$ cat src/rtl/gated_counter_defines.vh
// constants for the gated sixteen bit counter block
`ifndef GATED_COUNTER_DEFINES_VH
`define GATED_COUNTER_DEFINES_VH
// register byte addresses
`define ADDR_COUNTER_CONTROL 6'h00
`define ADDR_PIN_STEERING 6'h04
`define ADDR_COUNT_LOW 6'h08
`define ADDR_COUNT_HIGH 6'h0c
`define ADDR_COMPARE_LOW 6'h10
`define ADDR_COMPARE_HIGH 6'h14
`define ADDR_COMPARATOR_CTRL 6'h18
`define ADDR_IRQ_STATUS 6'h1c
`define ADDR_IRQ_ENABLE 6'h20
`define ADDR_IRQ_CLEAR 6'h24
// counter_control fields
`define CTL_GATE_POLARITY 7
`define CTL_GATE_ENABLE 6
`define CTL_PRESCALE_HI 5
`define CTL_PRESCALE_LO 4
`define CTL_LP_OSC_ENABLE 3
`define CTL_SYNC_DISABLE 2
`define CTL_CLOCK_SOURCE 1
`define CTL_COUNTER_ON 0
// alternate_pin_steering fields
`define STEER_GATE_PIN 4
`define STEER_MASK 8'h13
// comparator_control_two fields
`define CMP_ALT_CLOCK 4
`define CMP_GATE_SOURCE 1
`define CMP_SYNC 0
`define CMP_MASK 8'h13
// compare unit mode: special event trigger when this bit is set
`define CMP_SPECIAL_EVENT 7
// reset values
`define RESET_BYTE 8'h00
// interrupt bits
`define IRQ_OVERFLOW 0
`define IRQ_SPECIAL 1
`endif

$ cat src/rtl/edge_sync.v
// two-stage synchroniser with a rising edge detect on the safe stage
`default_nettype none
module edge_sync (
    input wire clk,
    input wire sys_rst,
    input wire asyncIn,
    output wire syncOut,
    output wire riseOut
);
    reg metaFf; // first stage, read only by stageFf
    reg stageFf; // safe synchronised level
    reg lastFf; // previous safe level for the edge detect

    // two flops then one more for edge detection
    always @(posedge clk) begin
        if (sys_rst) begin
            metaFf <= 1'b0;
            stageFf <= 1'b0;
            lastFf <= 1'b0;
        end else begin
            metaFf <= asyncIn;
            stageFf <= metaFf;
            lastFf <= stageFf;
        end
    end

    assign syncOut = stageFf;
    assign riseOut = stageFf & ~lastFf;
endmodule
`default_nettype wire

$ cat src/rtl/gated_sixteen_bit_counter.v
// gated sixteen bit counter with axi4-lite register access
//
// Implementation choices: the register offsets and the AXI4-Lite interface to the registers.
`default_nettype none
`include "gated_counter_defines.vh"
module gated_sixteen_bit_counter #(
    parameter PRESCALE_BITS = 3
) (
    input wire clk,
    input wire sys_rst,
    // axi4-lite slave
    input wire [5:0] s_axi_awaddr,
    input wire s_axi_awvalid,
    output reg s_axi_awready,
    input wire [31:0] s_axi_wdata,
    input wire [3:0] s_axi_wstrb,
    input wire s_axi_wvalid,
    output reg s_axi_wready,
    output reg [1:0] s_axi_bresp,
    output reg s_axi_bvalid,
    input wire s_axi_bready,
    input wire [5:0] s_axi_araddr,
    input wire s_axi_arvalid,
    output reg s_axi_arready,
    output reg [31:0] s_axi_rdata,
    output reg [1:0] s_axi_rresp,
    output reg s_axi_rvalid,
    input wire s_axi_rready,
    // outside pins and neighbours
    input wire externalCountPin,
    input wire gatePinDefault,
    input wire gatePinAlternate,
    input wire comparatorOutput,
    input wire instrClockTick,
    input wire internalOscNoClkout,
    input wire specialEventTrigger,
    output reg lowPowerOscOn,
    output reg irq
);
    // writable state
    reg [7:0] controlFf; // counter_control
    reg [7:0] steerFf; // alternate_pin_steering
    reg [7:0] cmpCtlFf; // comparator_control_two copy
    reg [7:0] compareLowFf; // compare_value_low
    reg [7:0] compareHighFf; // compare_value_high, bit usage below
    reg [7:0] eccpModeFf; // compare unit mode bits
    reg [15:0] countFf; // count_high_byte:count_low_byte
    reg [15:0] nxt_count;
    reg [PRESCALE_BITS-1:0] prescaleFf; // prescaler ripple
    reg [PRESCALE_BITS-1:0] nxt_prescale;
    reg [1:0] irqStatusFf; // sticky events
    reg [1:0] irqEnableFf; // event enables
    reg [1:0] nxt_status;
    reg cmpHoldFf; // comparator latched on count clock
    reg trigLastFf; // special event edge detect
    // bus holding registers
    reg awHeldFf;
    reg wHeldFf;
    reg [5:0] awAddrFf;
    reg [31:0] wDataFf;
    reg [3:0] wStrbFf;

    // synchronised pins
    wire extSync;
    wire extRise;
    wire gateDefSync;
    wire gateAltSync;
    wire cmpSync;
    reg extRawLastFf; // previous extFastFf level for the unsynchronised edge detect
    reg extMetaFf; // first stage for the unsynchronised path
    reg extFastFf; // second stage, keeps the 2-flop discipline

    edge_sync extSyncInst (
        .clk(clk),
        .sys_rst(sys_rst),
        .asyncIn(externalCountPin),
        .syncOut(extSync),
        .riseOut(extRise)
    );
    edge_sync gateDefInst (
        .clk(clk),
        .sys_rst(sys_rst),
        .asyncIn(gatePinDefault),
        .syncOut(gateDefSync),
        .riseOut()
    );
    edge_sync gateAltInst (
        .clk(clk),
        .sys_rst(sys_rst),
        .asyncIn(gatePinAlternate),
        .syncOut(gateAltSync),
        .riseOut()
    );
    edge_sync cmpInst (
        .clk(clk),
        .sys_rst(sys_rst),
        .asyncIn(comparatorOutput),
        .syncOut(cmpSync),
        .riseOut()
    );

    // unsynchronised mode still passes two flops and an edge stage, the same
    // depth as edge_sync, so its edges arrive no earlier than the synchronised ones
    always @(posedge clk) begin
        if (sys_rst) begin
            extMetaFf <= 1'b0;
            extFastFf <= 1'b0;
            extRawLastFf <= 1'b0;
        end else begin
            extMetaFf <= externalCountPin;
            extFastFf <= extMetaFf;
            extRawLastFf <= extFastFf;
        end
    end

    // control field decode
    wire counterOn = controlFf[`CTL_COUNTER_ON];
    wire extSelect = controlFf[`CTL_CLOCK_SOURCE];
    wire syncOff = controlFf[`CTL_SYNC_DISABLE];
    wire gateEnable = controlFf[`CTL_GATE_ENABLE];
    wire gatePolarity = controlFf[`CTL_GATE_POLARITY];
    wire [1:0] prescaleSel =
        controlFf[`CTL_PRESCALE_HI:`CTL_PRESCALE_LO];

    // raw count clock edges
    wire extFastRise = extFastFf & ~extRawLastFf;
    wire extEdge = syncOff ? extFastRise : extRise;
    wire clockEdge = extSelect ? extEdge : instrClockTick;

    // prescaler output pulse
    reg prescaleTick;
    always @* begin
        case (prescaleSel)
            2'h0: prescaleTick = clockEdge;
            2'h1: prescaleTick = clockEdge & prescaleFf[0];
            2'h2: prescaleTick = clockEdge & (&prescaleFf[1:0]);
            default: prescaleTick = clockEdge & (&prescaleFf[2:0]);
        endcase
    end

    // gate source and level
    wire gatePin = steerFf[`STEER_GATE_PIN] ?
        gateAltSync : gateDefSync;
    // comparator form: latched on count clock when its sync is on
    wire cmpForGate = cmpCtlFf[`CMP_SYNC] ? cmpHoldFf : cmpSync;
    wire gateRaw = cmpCtlFf[`CMP_GATE_SOURCE] ?
        cmpForGate : gatePin;
    wire gateActive = gatePolarity ? gateRaw : ~gateRaw;
    wire runAllowed = counterOn &
        (~gateEnable | gateActive);
    wire countStep = runAllowed & prescaleTick;

    // special event: rising edge of trigger while mode enabled
    wire specialMode = eccpModeFf[`CMP_SPECIAL_EVENT];
    wire trigPulse = specialEventTrigger & ~trigLastFf & specialMode;
    wire [15:0] compareValue = {compareHighFf, compareLowFf};
    // period match behaves like the compare unit firing itself
    wire periodHit = specialMode & countStep &
        (countFf == compareValue);
    wire specialClear = trigPulse | periodHit;

    // bus write decode
    wire wrFire = awHeldFf & wHeldFf & ~s_axi_bvalid;
    wire wrByte = wrFire & wStrbFf[0];
    wire wrCountLow = wrByte & (awAddrFf == `ADDR_COUNT_LOW);
    wire wrCountHigh = wrByte & (awAddrFf == `ADDR_COUNT_HIGH);

    // next count value
    always @* begin
        nxt_count = countFf;
        nxt_prescale = prescaleFf;
        if (clockEdge & counterOn) begin
            nxt_prescale = prescaleFf + {{(PRESCALE_BITS-1){1'b0}}, 1'b1};
        end
        if (countStep) begin
            nxt_count = countFf + 16'h0001;
        end
        if (specialClear & ~wrCountLow & ~wrCountHigh) begin
            nxt_count = 16'h0000;
        end
        // software write takes precedence over the clear
        if (wrCountLow) begin
            nxt_count[7:0] = wDataFf[7:0];
        end
        if (wrCountHigh) begin
            nxt_count[15:8] = wDataFf[7:0];
        end
    end

    // sticky events; set wins over clear
    always @* begin
        nxt_status = irqStatusFf;
        if (wrFire & wStrbFf[0] & (awAddrFf == `ADDR_IRQ_CLEAR)) begin
            nxt_status = irqStatusFf & ~wDataFf[1:0];
        end
        // overflow only from a real increment, never from a clear
        if (countStep & (countFf == 16'hffff) & ~specialClear
            & ~wrCountLow & ~wrCountHigh) begin
            nxt_status[`IRQ_OVERFLOW] = 1'b1;
        end
        if (specialClear) begin
            nxt_status[`IRQ_SPECIAL] = 1'b1;
        end
    end

    // counter datapath and registers
    always @(posedge clk) begin
        if (sys_rst) begin
            controlFf <= `RESET_BYTE;
            steerFf <= `RESET_BYTE;
            cmpCtlFf <= `RESET_BYTE;
            compareLowFf <= `RESET_BYTE;
            compareHighFf <= `RESET_BYTE;
            eccpModeFf <= `RESET_BYTE;
            countFf <= 16'h0000;
            prescaleFf <= {PRESCALE_BITS{1'b0}};
            irqStatusFf <= 2'h0;
            irqEnableFf <= 2'h0;
            cmpHoldFf <= 1'b0;
            trigLastFf <= 1'b0;
            lowPowerOscOn <= 1'b0;
            irq <= 1'b0;
        end else begin
            countFf <= nxt_count;
            prescaleFf <= counterOn ? nxt_prescale :
                {PRESCALE_BITS{1'b0}};
            irqStatusFf <= nxt_status;
            trigLastFf <= specialEventTrigger;
            // comparator sampled on the same edge that counts
            if (clockEdge) begin
                cmpHoldFf <= cmpSync;
            end
            lowPowerOscOn <= controlFf[`CTL_LP_OSC_ENABLE] &
                internalOscNoClkout;
            irq <= |(nxt_status & irqEnableFf);
            if (wrByte) begin
                case (awAddrFf)
                    `ADDR_COUNTER_CONTROL: controlFf <= wDataFf[7:0];
                    `ADDR_PIN_STEERING:
                        steerFf <= wDataFf[7:0] & `STEER_MASK;
                    `ADDR_COMPARE_LOW: compareLowFf <= wDataFf[7:0];
                    `ADDR_COMPARE_HIGH: compareHighFf <= wDataFf[7:0];
                    `ADDR_COMPARATOR_CTRL:
                        cmpCtlFf <= wDataFf[7:0] & `CMP_MASK;
                    `ADDR_IRQ_ENABLE: irqEnableFf <= wDataFf[1:0];
                    default: begin
                    end
                endcase
            end
            // compare unit mode shares the compare high word, byte 1
            if (wrFire & wStrbFf[1] & (awAddrFf == `ADDR_COMPARE_HIGH)) begin
                eccpModeFf <= wDataFf[15:8];
            end
        end
    end

    // address map check
    function mapped;
        input [5:0] a;
        begin
            mapped = (a[1:0] == 2'h0) && (a[5:2] <= 4'h9);
        end
    endfunction

    // write channel: take address and data in either order
    always @(posedge clk) begin
        if (sys_rst) begin
            awHeldFf <= 1'b0;
            wHeldFf <= 1'b0;
            awAddrFf <= 6'h00;
            wDataFf <= 32'h00000000;
            wStrbFf <= 4'h0;
            s_axi_awready <= 1'b0;
            s_axi_wready <= 1'b0;
            s_axi_bvalid <= 1'b0;
            s_axi_bresp <= 2'h0;
        end else begin
            s_axi_awready <= ~awHeldFf & ~s_axi_awready & s_axi_awvalid;
            s_axi_wready <= ~wHeldFf & ~s_axi_wready & s_axi_wvalid;
            if (s_axi_awvalid & s_axi_awready) begin
                awHeldFf <= 1'b1;
                awAddrFf <= s_axi_awaddr;
            end
            if (s_axi_wvalid & s_axi_wready) begin
                wHeldFf <= 1'b1;
                wDataFf <= s_axi_wdata;
                wStrbFf <= s_axi_wstrb;
            end
            if (wrFire) begin
                s_axi_bvalid <= 1'b1;
                s_axi_bresp <= mapped(awAddrFf) ? 2'h0 : 2'h2;
            end else if (s_axi_bvalid & s_axi_bready) begin
                s_axi_bvalid <= 1'b0;
                awHeldFf <= 1'b0;
                wHeldFf <= 1'b0;
            end
        end
    end

    // read channel: one cycle to accept, data the next
    always @(posedge clk) begin
        if (sys_rst) begin
            s_axi_arready <= 1'b0;
            s_axi_rvalid <= 1'b0;
            s_axi_rdata <= 32'h00000000;
            s_axi_rresp <= 2'h0;
        end else begin
            s_axi_arready <= ~s_axi_arready & ~s_axi_rvalid & s_axi_arvalid;
            if (s_axi_arvalid & s_axi_arready) begin
                s_axi_rvalid <= 1'b1;
                s_axi_rresp <= mapped(s_axi_araddr) ? 2'h0 : 2'h2;
                case (s_axi_araddr)
                    `ADDR_COUNTER_CONTROL: s_axi_rdata <= {24'h0, controlFf};
                    `ADDR_PIN_STEERING: s_axi_rdata <= {24'h0, steerFf};
                    `ADDR_COUNT_LOW: s_axi_rdata <= {24'h0, countFf[7:0]};
                    `ADDR_COUNT_HIGH: s_axi_rdata <= {24'h0, countFf[15:8]};
                    `ADDR_COMPARE_LOW: s_axi_rdata <= {24'h0, compareLowFf};
                    `ADDR_COMPARE_HIGH:
                        s_axi_rdata <= {16'h0, eccpModeFf, compareHighFf};
                    `ADDR_COMPARATOR_CTRL: s_axi_rdata <= {24'h0, cmpCtlFf};
                    `ADDR_IRQ_STATUS: s_axi_rdata <= {30'h0, irqStatusFf};
                    `ADDR_IRQ_ENABLE: s_axi_rdata <= {30'h0, irqEnableFf};
                    default: s_axi_rdata <= 32'h00000000;
                endcase
            end else if (s_axi_rvalid & s_axi_rready) begin
                s_axi_rvalid <= 1'b0;
            end
        end
    end
endmodule
`default_nettype wire

$ cat config.mk
export PLATFORM = sky130hd
export DESIGN_NAME = gated_sixteen_bit_counter
export DESIGN_NICKNAME = d
export VERILOG_FILES = /design/src/rtl/edge_sync.v /design/src/rtl/gated_sixteen_bit_counter.v
export VERILOG_INCLUDE_DIRS = /design/src /design/src/rtl
export SDC_FILE = /design/constraint.sdc
export NUM_CORES = 1
export LEC_CHECK = 0
export BUFFER_PORTS_ARGS = -buffer_cell sky130_fd_sc_hd__buf_2
export CELL_PAD_IN_SITES_DETAIL_PLACEMENT = 1
export CELL_PAD_IN_SITES_GLOBAL_PLACEMENT = 2
export CORE_AREA = 8 8 150 152
export CTS_CLUSTER_SIZE = 12
export DETAILED_ROUTE_END_ITERATION = 12
export DIE_AREA = 0 0 158 160
export GPL_TIMING_DRIVEN = 0
export PLACE_DENSITY = 0.78
export SLEW_MARGIN = 20
export SYNTH_ARGS = -nofsm -noshare
export SYNTH_HDL_FRONTEND = slang
export SYNTH_HIERARCHICAL = 1
export SYNTH_SLANG_ARGS = --single-unit
$ cat constraint.sdc
create_clock -name clk -period 2.23 [get_ports clk]
set_input_delay 0.669 -clock clk [delete_from_list [all_inputs] [get_ports clk]]
set_output_delay 0.669 -clock clk [all_outputs]
set_load 0.01 [all_outputs]
# Word level (Yosys, flattened, before mapping)
# Cells that the tools add are included.
# word_totals
elab_cells	165
out_inout_bits	43
in_bits	62
regBits	141
# op_classes
n_addsub	2
eq_ne	20
n_reduce_logical	21
bitwise	57
mux	26
order_cmp	2
# ops
op	n
one-hot mux 16 bit (9 select lines)	1
== test 6 x 5 -> 1 bit (second input constant)	7
bitwise AND 1 bit	37
2-to-1 mux 16 bit	2
== test 6 x 4 -> 1 bit (second input constant)	4
== test 6 bit (second input constant)	3
2-to-1 mux 1 bit	17
adder 16 x 1 -> 16 bit (second input constant)	1
== test 16 bit	1
== test 16 bit (second input constant)	1
2-to-1 mux 8 bit	2
inverter 1 bit	15
AND reduction 2 bit	7
== test 6 x 3 -> 1 bit (second input constant)	2
zero test 6 bit	2
<= comparator 4 bit (second input constant)	2
zero test 2 bit	3
2-to-1 mux 2 bit	3
nonzero test 3 bit	2
bitwise AND 2 bit	2
nonzero test 2 bit	2
OR reduction 2 bit	2
adder 3 x 1 -> 3 bit (second input constant)	1
one-hot mux 1 bit (3 select lines)	1
other kinds (6)	8

# Longest topological paths before layout
# Gate-level depths: netlist of the first run.
# depth
ltp_word	17
depth_mapped	10
mapped_depth_nobuf	9

# Cells and area by module
# The synthesis of the first run kept the hierarchy.
# modules_own_cells
mod	area_each_um2	n_inst	cells_per_inst
gated_sixteen_bit_counter	5738.0	1	659
edge_sync	87.6	4	7

# Worst setup path after synthesis of the first run
# OpenSTA, ideal clock, no wires.
# synth_path
path_kind	input port to flip-flop
start	in instrClockTick
end	reg countFf[5]
n_path_buf	0
arrival_time_ps	2041
path_slack_ps	55
cell_stages	7
path_cell_list	nor2_1 a31oi_2 o2111ai_2 o21ai_2 nand2_1 o21ai_1 o211ai_1
# synth_via
elab_chain_cells	11
elab_cells_between_ends	14
cone_classes	mux (4); bitwise (9); reduce/logical (1)
# synth_lines
element	line_no	text
start: declaration	gated_sixteen_bit_counter.v:34	input wire instrClockTick,
2-to-1 mux 1 bit *	gated_sixteen_bit_counter.v:128	wire clockEdge = extSelect ? extEdge : instrClockTick;
bitwise AND 1 bit (on tied branches)	gated_sixteen_bit_counter.v:137, gated_sixteen_bit_counter.v:135, gated_sixteen_bit_counter.v:136	
one-hot mux 1 bit (3 select lines) *	gated_sixteen_bit_counter.v:133	case (prescaleSel)
bitwise AND 1 bit *	gated_sixteen_bit_counter.v:151	wire countStep = runAllowed & prescaleTick;
bitwise AND 1 bit (2 in a row)	gated_sixteen_bit_counter.v:158	wire periodHit = specialMode & countStep &
OR 1 bit	gated_sixteen_bit_counter.v:160	wire specialClear = trigPulse | periodHit;
bitwise AND 1 bit (2 in a row)	gated_sixteen_bit_counter.v:178	if (specialClear & ~wrCountLow & ~wrCountHigh) begin
2-to-1 mux 16 bit	gated_sixteen_bit_counter.v:178	
2-to-1 mux 8 bit	gated_sixteen_bit_counter.v:182	if (wrCountLow) begin
end signal: assignment	gated_sixteen_bit_counter.v:224	countFf <= nxt_count;
end: declaration	gated_sixteen_bit_counter.v:47	reg [15:0] countFf;
# Mark *: on every way between the ends. The rest lies on a longest branch, timed or not.
# A chain may end at the register's enable or synchronous reset.

# Final worst setup path of the first run
# layout_path
start	reg controlFf[4]
end	reg countFf[14]
# layout_via
elab_chain_cells	10
elab_cells_between_ends	13
cone_classes	eq/ne (2); mux (3); bitwise (6); reduce/logical (2)
# layout_lines
element	line_no	text
start: declaration	gated_sixteen_bit_counter.v:41	reg [7:0] controlFf;
start signal: assignment	gated_sixteen_bit_counter.v:209	controlFf <= `RESET_BYTE;
start signal: assignment	gated_sixteen_bit_counter.v:238	`ADDR_COUNTER_CONTROL: controlFf <= wDataFf[7:0];
== test 2 bit, or another cell as far along	gated_sixteen_bit_counter.v:133	
one-hot mux 1 bit (3 select lines) *	gated_sixteen_bit_counter.v:133	
bitwise AND 1 bit *	gated_sixteen_bit_counter.v:151	
bitwise AND 1 bit (2 in a row)	gated_sixteen_bit_counter.v:158	
OR 1 bit	gated_sixteen_bit_counter.v:160	
bitwise AND 1 bit (2 in a row)	gated_sixteen_bit_counter.v:178	
2-to-1 mux 16 bit	gated_sixteen_bit_counter.v:178	
2-to-1 mux 8 bit	gated_sixteen_bit_counter.v:185	if (wrCountHigh) begin
# Marked as above.

==> results of run 1 <==
## registers in the layout (all words and copies together), names as in the netlist, 3 cells and up
name,flops
countFf,16
s_axi_rdata,16
wDataFf,16
compareHighFf,8
compareLowFf,8
controlFf,8
eccpModeFf,8
awAddrFf,6
cmpCtlFf,3
prescaleFf,3
steerFf,3
## stage by stage
step	TNS, ps	utilization [%]	setup WS, ps
after detailed placement	-25800	33.5	-721
after global placement	-25770	33.5	-730
after CTS	0	37.3	0.643
after global routing	-312	38.0	-62.5
after floorplan	0	-	55.3
final	0	38.0	39.5
## worst paths after layout
path / to / slack [ps] / cells after the start
worst min register to register: gateDefInst/syncOut / 440 / 1
worst max register to register: countFf[14] / 40 / 11
worst min-delay path: gateDefInst/syncOut / 440 / 1
worst max-delay path: countFf[14] / 40 / 11
## worst max-delay path, cell delays in order, from the launching register on
cell       delay, ps
dfxtp_2          330
inv_2             50
ha_4             280
o31ai_4           70
a41oi_2          210
o2111ai_4        270
o21ai_4          280
buf_12           150
a21oi_4           50
buf_4            180
nor2_1           100
o32ai_1           80
## cell usage in the layout, fill, tap and decap left out, types with 7 or more instances in the layout
| master | count |
|---|---|
| dfxtp_1 | 113 |
| nand2_1 | 68 |
| clkbuf_16 | 17 |
| nor2_1 | 80 |
| xor2_1 | 24 |
| nand2b_1 | 7 |
| a22oi_1 | 23 |
| buf_2 | 69 |
| o21ai_0 | 12 |
| buf_4 | 29 |
| nand4_1 | 9 |
| nor2b_1 | 14 |
| nand3_1 | 21 |
| dfxtp_2 | 12 |
| nor3_1 | 7 |
| clkbuf_1 | 24 |
| mux2i_1 | 49 |
| a21oi_1 | 42 |
| conb_1 | 18 |
## routing by layer
metal	part of all wire, %	vias to the layer above	global-route usage [%]
met5	0	-	0
li1	-	2594	-
met2	46	141	24.6
met4	1.7	0	5.96
met3	5.3	23	3.27
met1	47	2600	21.5
## power by group through the flow
stage	logic (mW)	clock network, mW	registers (mW)
final	0.358	2.68	2.34
after CTS	0.352	2.72	2.33
after global routing	0.394	2.83	2.35
after global placement	0.340	0	2.38
after detailed placement	0.341	0	2.37
after floorplan	0.214	0	2.36
## cell type report
class | instances | area [um^2]
repair buffers | 81 | 467
multi-input cells | 503 | 3400
plain buffers | 50 | 282
clock inverters | 11 | 108
flip-flops and latches | 126 | 2540
inverters | 7 | 26.3
well taps | 270 | 338
clock buffers | 20 | 457
fillers | 2371 | 12400
## repair_timing
action                                 CTS  global route
gates resized for setup                 29            30
gates cloned                             0             0
endpoints found under the hold margin    0             0
setup endpoints to repair               36            56
setup buffers                            8             7
pin swaps                                7            13
==> results.md, run 1 <==
* Worst-Skew Late Latency at 420 ps
* FP Rows at 52
* PD cells at 706 nW/um^2
* Final HPWL DP at 14500 um
* Sequential share of power at 43.5%
* Synth Instances at 678
* CTS tree: done
* Vias per cell at 5.02
* DRT Wirelength at 19900 um
* Vias in the first global route at 5566
* Synth Warn # at 6
* Die X-Extent at 158 um
* Hold_ws at 443 ps
* CP max FO at 7
* Req. time, crit path at 2520 ps
* Fin cells at 1068
* CTS Sinks at 126
* Final Power at 5.38 mW
* Pleak at 3.03 nW
* Crit path kind: register to register
* Fin nets at 854
* Worst Setup End Kind: register
* Starting Density at 29.9%
* Design Area, Final at 7620 um^2
* CTS root buf: clkbuf_16
* DRT Pass-1 Iters at 4
* Drt first-iter violations at 254
* Area after detailed placement at 6720 um^2
* Routability congestion estimate at 0.829
* Clock network power share at 49.8%
* Port Buffer Count at 66
* Synth Cell Area at 5980 um^2
* R2r startpoint: controlFf[4]
* Max-cap violations at 0
* Overall Global Routing Usage at 16.0%
* Sw power at 1.35 mW
* Pin count of the biggest net entering global routing at 17
* Hold Path Class: register to register
* # diodes at 0
* DRC Markers at 0
* Post-route minimum period at 2190 ps
* Area delta synth->final at 27.3%
* Worst-Margin Slew at 862 ps
* Fmax at 457 MHz
* Comb power frac at 6.7%
* Dpl cells at 1031
* Wire length per cell at 18.6 um
* WP data arrival at 2480 ps
* Clock Path Buffers at 2
* Initial antenna violation count at 0
* Core area at 20000 um^2
* RSZ-0062 raised after global routing: true
* Sw frac at 25.1%
* Detail Route Antenna Nets at 0
* Grt ovf at 0
* Via count at 5358
* TritonCTS Buffers at 17
* Vert. Die Dim at 160 um
* Max Slew Vio Count at 0
* First-pass GRT wire length at 31100 um
* Period utilization at 98.2%
* Final hold viol count at 0
* Layout cell share with drive strength beyond 1 at 24.8%
* CP startpoint: controlFf[4]
* Avg Cell Area, Syn at 8.82 um^2
* Startpoint types: register
* Status: finished, final reports clean
* Cell Int Power at 4.03 mW
* Hold-fix buffers at CTS at 0
* # H-tree levels at 4
* Peak VDD IR at 0.000442 V
* Final setup fails at 0
* Worst-path clk slew at 60 ps
* IO Pins at 105
* Final Skew at 10.1 ps
* Max_slew headroom at 42.5%
* Hold Crit Start: gateDefInst/metaFf
* Die area at 25300 um^2
Power figures use the tool's default switching activity.
==> run 2, diff against run 1 <==
--- a/config.mk
+++ b/config.mk
@@ -6,13 +6,14 @@
 export SDC_FILE = /design/constraint.sdc
 export NUM_CORES = 1
 export LEC_CHECK = 0
+export ABC_AREA = 1
 export BUFFER_PORTS_ARGS = -buffer_cell sky130_fd_sc_hd__buf_2
 export CELL_PAD_IN_SITES_DETAIL_PLACEMENT = 1
 export CELL_PAD_IN_SITES_GLOBAL_PLACEMENT = 2
-export CORE_AREA = 8 8 150 152
+export CORE_AREA = 2 2 151 153
 export CTS_CLUSTER_SIZE = 12
 export DETAILED_ROUTE_END_ITERATION = 12
-export DIE_AREA = 0 0 158 160
+export DIE_AREA = 0 0 153 155
 export GPL_TIMING_DRIVEN = 0
 export PLACE_DENSITY = 0.78
 export SLEW_MARGIN = 20
==> results.md, run 2 <==
* Status: finished, final reports clean
* Crit path kind: register to register
* Pre-CTS WS at -279 ps
* Worst-path clk slew at 60 ps
* WP data arrival at 2440 ps
* Wire length per cell at 16.7 um
* Vias per cell at 4.64
* # diodes at 0
* Overall Global Routing Usage at 17.8%
* Pin count of the biggest net entering global routing at 17
* CP max stage delay at 370 ps
* Routability congestion estimate at 0.883
* TritonCTS Buffers at 17
* Critical-path cell list: inv_1 -> ha_1 -> nand3_1 -> a21oi_1 -> nor2_2 -> nand3_2 -> o21bai_4 -> nand2_4 -> buf_6 -> nand2_1 -> nand3_1 -> nand2_1 -> inv_1
* Final HPWL DP at 16200 um
* Vias in the first global route at 5741
* Avg Cell Area, Syn at 7.11 um^2
* Hold_ws at 404 ps
* Worst Setup EP: countFf[4]
* Die area at 23700 um^2
* Synth Warn # at 6
* DRT Wirelength at 20900 um
* Synth Cell Area at 6010 um^2
* Final Power at 5.55 mW
* CTS Sinks at 126
* Worst R2R Setup Slack at 110 ps
* Fin cells at 1250
* # fillers at 2817
* Final hold viol count at 0
* Post-route minimum period at 2120 ps
* Clock Path Buffers at 2
* Met3 routed WL at 824 um
* CTS root buf: clkbuf_16
* Die X-Extent at 153 um
* Synth Instances at 846
* Req. time, crit path at 2560 ps
* Port Buffer Count at 68
* R2r startpoint: controlFf[4]
* Grt ovf at 0
* Vert. Die Dim at 155 um
* Pleak at 3.20 nW
* Via count at 5795
* First-pass GRT wire length at 32400 um
* Max_slew headroom at 47.6%
* Worst-Margin Slew at 784 ps
* Largest registers: countFf x16, s_axi_rdata x16, wDataFf x16
* Hold-fix buffers at CTS at 0
* DRT Pass-1 Iters at 5
* Fin nets at 1020
* CTS tree: done
* IO Pins at 105
* R2R Path End: countFf[4]
* Max-cap violations at 0
* Core area at 22200 um^2
* Worst-Skew Late Latency at 430 ps
* PD cells at 746 nW/um^2
* Layout cell share with drive strength beyond 1 at 17.6%
* Worst R2R Path Depth at 13
* CP max FO at 10
* Dpl cells at 1216
* Initial antenna violation count at 0
* Worst Setup End Kind: register
* Highest-count cells in the layout ignoring fill and taps: nor2_1, nand2_1, dfxtp_1
* Met2 WL at 9860 um
* DRC Markers at 0
* Top Metal Used: met4
* Final Skew at 9.06 ps
* Peak VDD IR at 0.000430 V
* CP startpoint: controlFf[4]
* Startpoint types: register
* Detail Route Antenna Nets at 0
* Area delta synth->final at 23.7%
* Slowest-stage cell, CP: dfxtp_4
* Final setup fails at 0
* Starting Density at 27.1%
* Fmax at 473 MHz
* Final Worst Setup Slack at 114 ps
* Wl on met1 at 9780 um
* # H-tree levels at 4
* Hold Path Class: register to register
* Max Slew Vio Count at 0
* FP Rows at 55
* Period utilization at 94.9%
* Drt first-iter violations at 282
* Commonest non-fill, non-tap cell in the layout: nor2_1
[run 2: area by class of cell]
cell class	instances	area [um^2]	area share [%]
inverter	94	355	4.78
sequential	126	2530	34.0
buffer	42	248	3.33
clock buffer	17	425	5.72
multi-input combinational	601	2980	40.0
tap	285	357	4.79
clock inverter	15	194	2.61
timing repair buffer	70	355	4.78
[run 2: stage by stage]
stage	TNS (ps)	area, um^2	utilization (%)
2_1_floorplan	0	6080	-
3_3_place_gp	-2910	6770	30.5
3_5_place_dp	-3430	6770	30.5
4_1_cts	0	7400	33.3
5_1_grt	-7.23	7440	33.5
6_report	0	7440	33.5
[run 2: timing repair]
item	in CTS	in global routing
setup buffers	0	2
gates resized for setup	2	6
pin swaps	1	4
setup endpoints to repair	15	10
[run 2: worst min path at each step]
stage                         startpoint              end  slack (ps)  depth (start not counted)
after detailed placement       extMetaFf        extFastFf         400                          2
after floorplan           cmpInst/metaFf  cmpInst/syncOut         390                          2
final                     cmpInst/metaFf  cmpInst/syncOut         400                          2
after global placement         extMetaFf        extFastFf         390                          2
after CTS                 cmpInst/metaFf  cmpInst/syncOut         410                          2
after global routing      cmpInst/metaFf  cmpInst/syncOut         430                          2
[run 2: routing by layer]
layer	vias to the layer above	track usage, %
li1	2924	-
met1	2724	22.8
met2	120	30.0
met3	27	3.70
met4	0	5.69
met5	-	0
[run 2: report_power, final]
group / internal [mW] / total, mW / switching (mW)
clock: 1.71 / 2.93 / 1.21
combinational: 0.0975 / 0.292 / 0.195
sequential: 2.29 / 2.33 / 0.0393
[run 2: critical path: cells and delay by family, from the launching register on]
family,cells,cell delay [ps]
AND/OR/NAND/NOR,7,780
AO/OA/AOI/OAI,2,300
buffers and inverters,3,250
flip-flops,1,370
adder cells (fa/ha/maj),1,310
==> run 3, diff against run 2 <==
--- a/config.mk
+++ b/config.mk
@@ -6,14 +6,13 @@
 export SDC_FILE = /design/constraint.sdc
 export NUM_CORES = 1
 export LEC_CHECK = 0
-export ABC_AREA = 1
 export BUFFER_PORTS_ARGS = -buffer_cell sky130_fd_sc_hd__buf_2
 export CELL_PAD_IN_SITES_DETAIL_PLACEMENT = 1
 export CELL_PAD_IN_SITES_GLOBAL_PLACEMENT = 2
-export CORE_AREA = 2 2 151 153
+export CORE_AREA = 2 2 144 146
 export CTS_CLUSTER_SIZE = 12
 export DETAILED_ROUTE_END_ITERATION = 12
-export DIE_AREA = 0 0 153 155
+export DIE_AREA = 0 0 146 148
 export GPL_TIMING_DRIVEN = 0
 export PLACE_DENSITY = 0.78
 export SLEW_MARGIN = 20
==> results.md, run 3 (synthesis results as in run 1) <==
* Wire length per cell at 18.5 um
* Hold Path Class: register to register
* First-pass GRT wire length at 30900 um
* Design Area, Final at 7530 um^2
* Comb power frac at 6.4%
* Max Slew Vio Count at 0
* Max_slew headroom at 45.0%
* Worst R2R Setup Slack at -70 ps
* Vert. Die Dim at 148 um
* Commonest non-fill, non-tap cell in the layout: dfxtp_1
* WP data arrival at 2660 ps
* TritonCTS Buffers at 17
* # fillers at 2427
* CTS Sinks at 126
* Sw frac at 25.9%
* Final HPWL DP at 14300 um
* Fmax at 435 MHz
* Layout cell share with drive strength beyond 1 at 24.8%
* Routability congestion estimate at 0.846
* CP bufs+invs at 2
* R2R Path End: irq
* Via count at 5298
* Hold Crit Start: extMetaFf
* Pleak at 2.98 nW
* DRT Pass-1 Iters at 4
* Highest-count cells in the layout ignoring fill and taps: dfxtp_1, nor2_1, buf_2
* # H-tree levels at 4
* Hold Path Stages at 1
* Pre-CTS WS at -739 ps
* R2r startpoint: controlFf[5]
* Fin cells at 1061
* # diodes at 0
* Max-cap violations at 0
* RSZ-0062 raised after global routing: true
* Area of the multi-input gates at 3380 um^2
* Clock network power share at 49.9%
* Overall Global Routing Usage at 18.6%
* Final hold viol count at 0
* Grt ovf at 0
* Drt first-iter violations at 302
* Area delta synth->final at 25.8%
* Crit path kind: register to register
* Critical-path cell list: inv_2 -> ha_4 -> o31ai_4 -> a41oi_2 -> o2111ai_4 -> buf_4 -> nor3_2 -> nand4b_1 -> a21oi_2 -> a22o_1
* Vias in the first global route at 5380
* IO Pins at 105
* Worst-Skew Late Latency at 430 ps
* Req. time, crit path at 2590 ps
* Area after detailed placement at 6720 um^2
* Post-route minimum period at 2300 ps
* CTS tree: done
* Hold-fix buffers at CTS at 0
* Die X-Extent at 146 um
* Cell Int Power at 3.97 mW
* Vias per cell at 4.99
* Final setup fails at 1
* Startpoint types: register
* CP max stage delay at 340 ps
* Port Buffer Count at 66
* Fin nets at 847
* Clock Path Buffers at 2
* Starting Density at 29.9%
* Register Area at 2540 um^2
* DRC Markers at 0
* Core area at 20000 um^2
* Critical path's top delay family: compound AO/OA/AOI/OAI gates
* Sequential share of power at 43.8%
* CTS root buf: clkbuf_16
* Dpl cells at 1031
* Worst-Margin Slew at 824 ps
* Detail Route Antenna Nets at 0
* DRT Wirelength at 19600 um
* FP Rows at 52
* Initial antenna violation count at 0
* Slowest-stage cell, CP: dfxtp_2
* Peak VDD IR at 0.000406 V
* Largest registers: countFf x16, s_axi_rdata x16, wDataFf x16
* Die area at 21600 um^2
* Failing checks: setup timing
* Period utilization at 103%
* Sw power at 1.38 mW
* Worst Setup End Kind: register
* Final Worst Setup Slack at -69.7 ps
* PD cells at 711 nW/um^2
* Pin count of the biggest net entering global routing at 17
* Final Skew at 12.0 ps
* Worst R2R Path Depth at 10
* CP max FO at 5
* Hold endpoint: extFastFf
* Worst-path clk slew at 60 ps
* Status: finished, violations left
[run 3: changes by cell type in the layout (fill, tap and decap cells not counted), moves of 28 or more]
cell | previous run | this run
nand2_1 | 142 | 68
a21oi_1 | 69 | 41
o21ai_0 | 69 | 12
inv_1 | 81 | 4
nor2_1 | 145 | 81
mux2i_1 | 0 | 48
[run 3: cell type report]
cell class | instances | area share (%)
buffer | 51 | 3.86
clock buffer | 17 | 5.65
clock inverter | 14 | 1.76
inverter | 7 | 0.349
multi-input combinational | 503 | 44.9
sequential | 126 | 33.8
tap | 270 | 4.49
timing repair buffer | 73 | 5.19
[run 3: layer usage]
| metal | share of wire (%) | up-vias | track usage [%] |
|---|---|---|---|
| met5 | 0 | - | 0 |
| met4 | 1.5 | 0 | 5.78 |
| met3 | 6.0 | 23 | 3.77 |
| met2 | 47 | 130 | 30.2 |
| met1 | 46 | 2574 | 25.0 |
| li1 | - | 2571 | - |
[run 3: power by group through the flow]
| stage | clock, mW | combinational, mW | sequential [mW] |
|---|---|---|---|
| after global routing | 2.82 | 0.377 | 2.35 |
| after floorplan | 0 | 0.214 | 2.36 |
| final | 2.67 | 0.340 | 2.34 |
| after CTS | 2.73 | 0.346 | 2.33 |
| after global placement | 0 | 0.339 | 2.38 |
| after detailed placement | 0 | 0.340 | 2.38 |
[run 3: worst max path at each step]
stage / start / to / slack (ps) / depth (start not counted)
finish: controlFf[5] / irq / -70 / 10
global route: controlFf[5] / irq / -140 / 10
CTS: countFf[0] / countFf[8] / 4 / 8
detailed placement: instrClockTick / countFf[6] / -740 / 8
global placement: instrClockTick / countFf[5] / -750 / 8
floorplan: instrClockTick / countFf[5] / 60 / 7
[run 3: worst register-to-register path, delay by kind of cell (launching register included)]
family                     cells  cell delay, ps
buffers and inverters          2             280
AOI/OAI and AO/OA              5             880
DFF                            1             340
and+or+nand+nor                2             440
adders and majority gates      1             280
[run 3: metrics by stage]
| step | hold WS, ps | power, mW | TNS, ps | util, % |
|---|---|---|---|---|
| 6_report | 442 | 5.35 | -69.7 | 37.6 |
| 5_1_grt | 437 | 5.54 | -1550 | 37.6 |
| 4_1_cts | 438 | 5.41 | 0 | 37.1 |
| 3_5_place_dp | 429 | 2.72 | -24380 | 33.5 |
| 3_3_place_gp | 421 | 2.72 | -24680 | 33.5 |
| 2_1_floorplan | 414 | 2.58 | 0 | - |
[run 3: what timing repair did]
item / in CTS / in global routing
pin swaps: 6 / 13
endpoints found under the setup margin: 37 / 63
gates resized for setup: 33 / 29
hold endpoints to repair: 0 / 0
setup buffers: 6 / 1
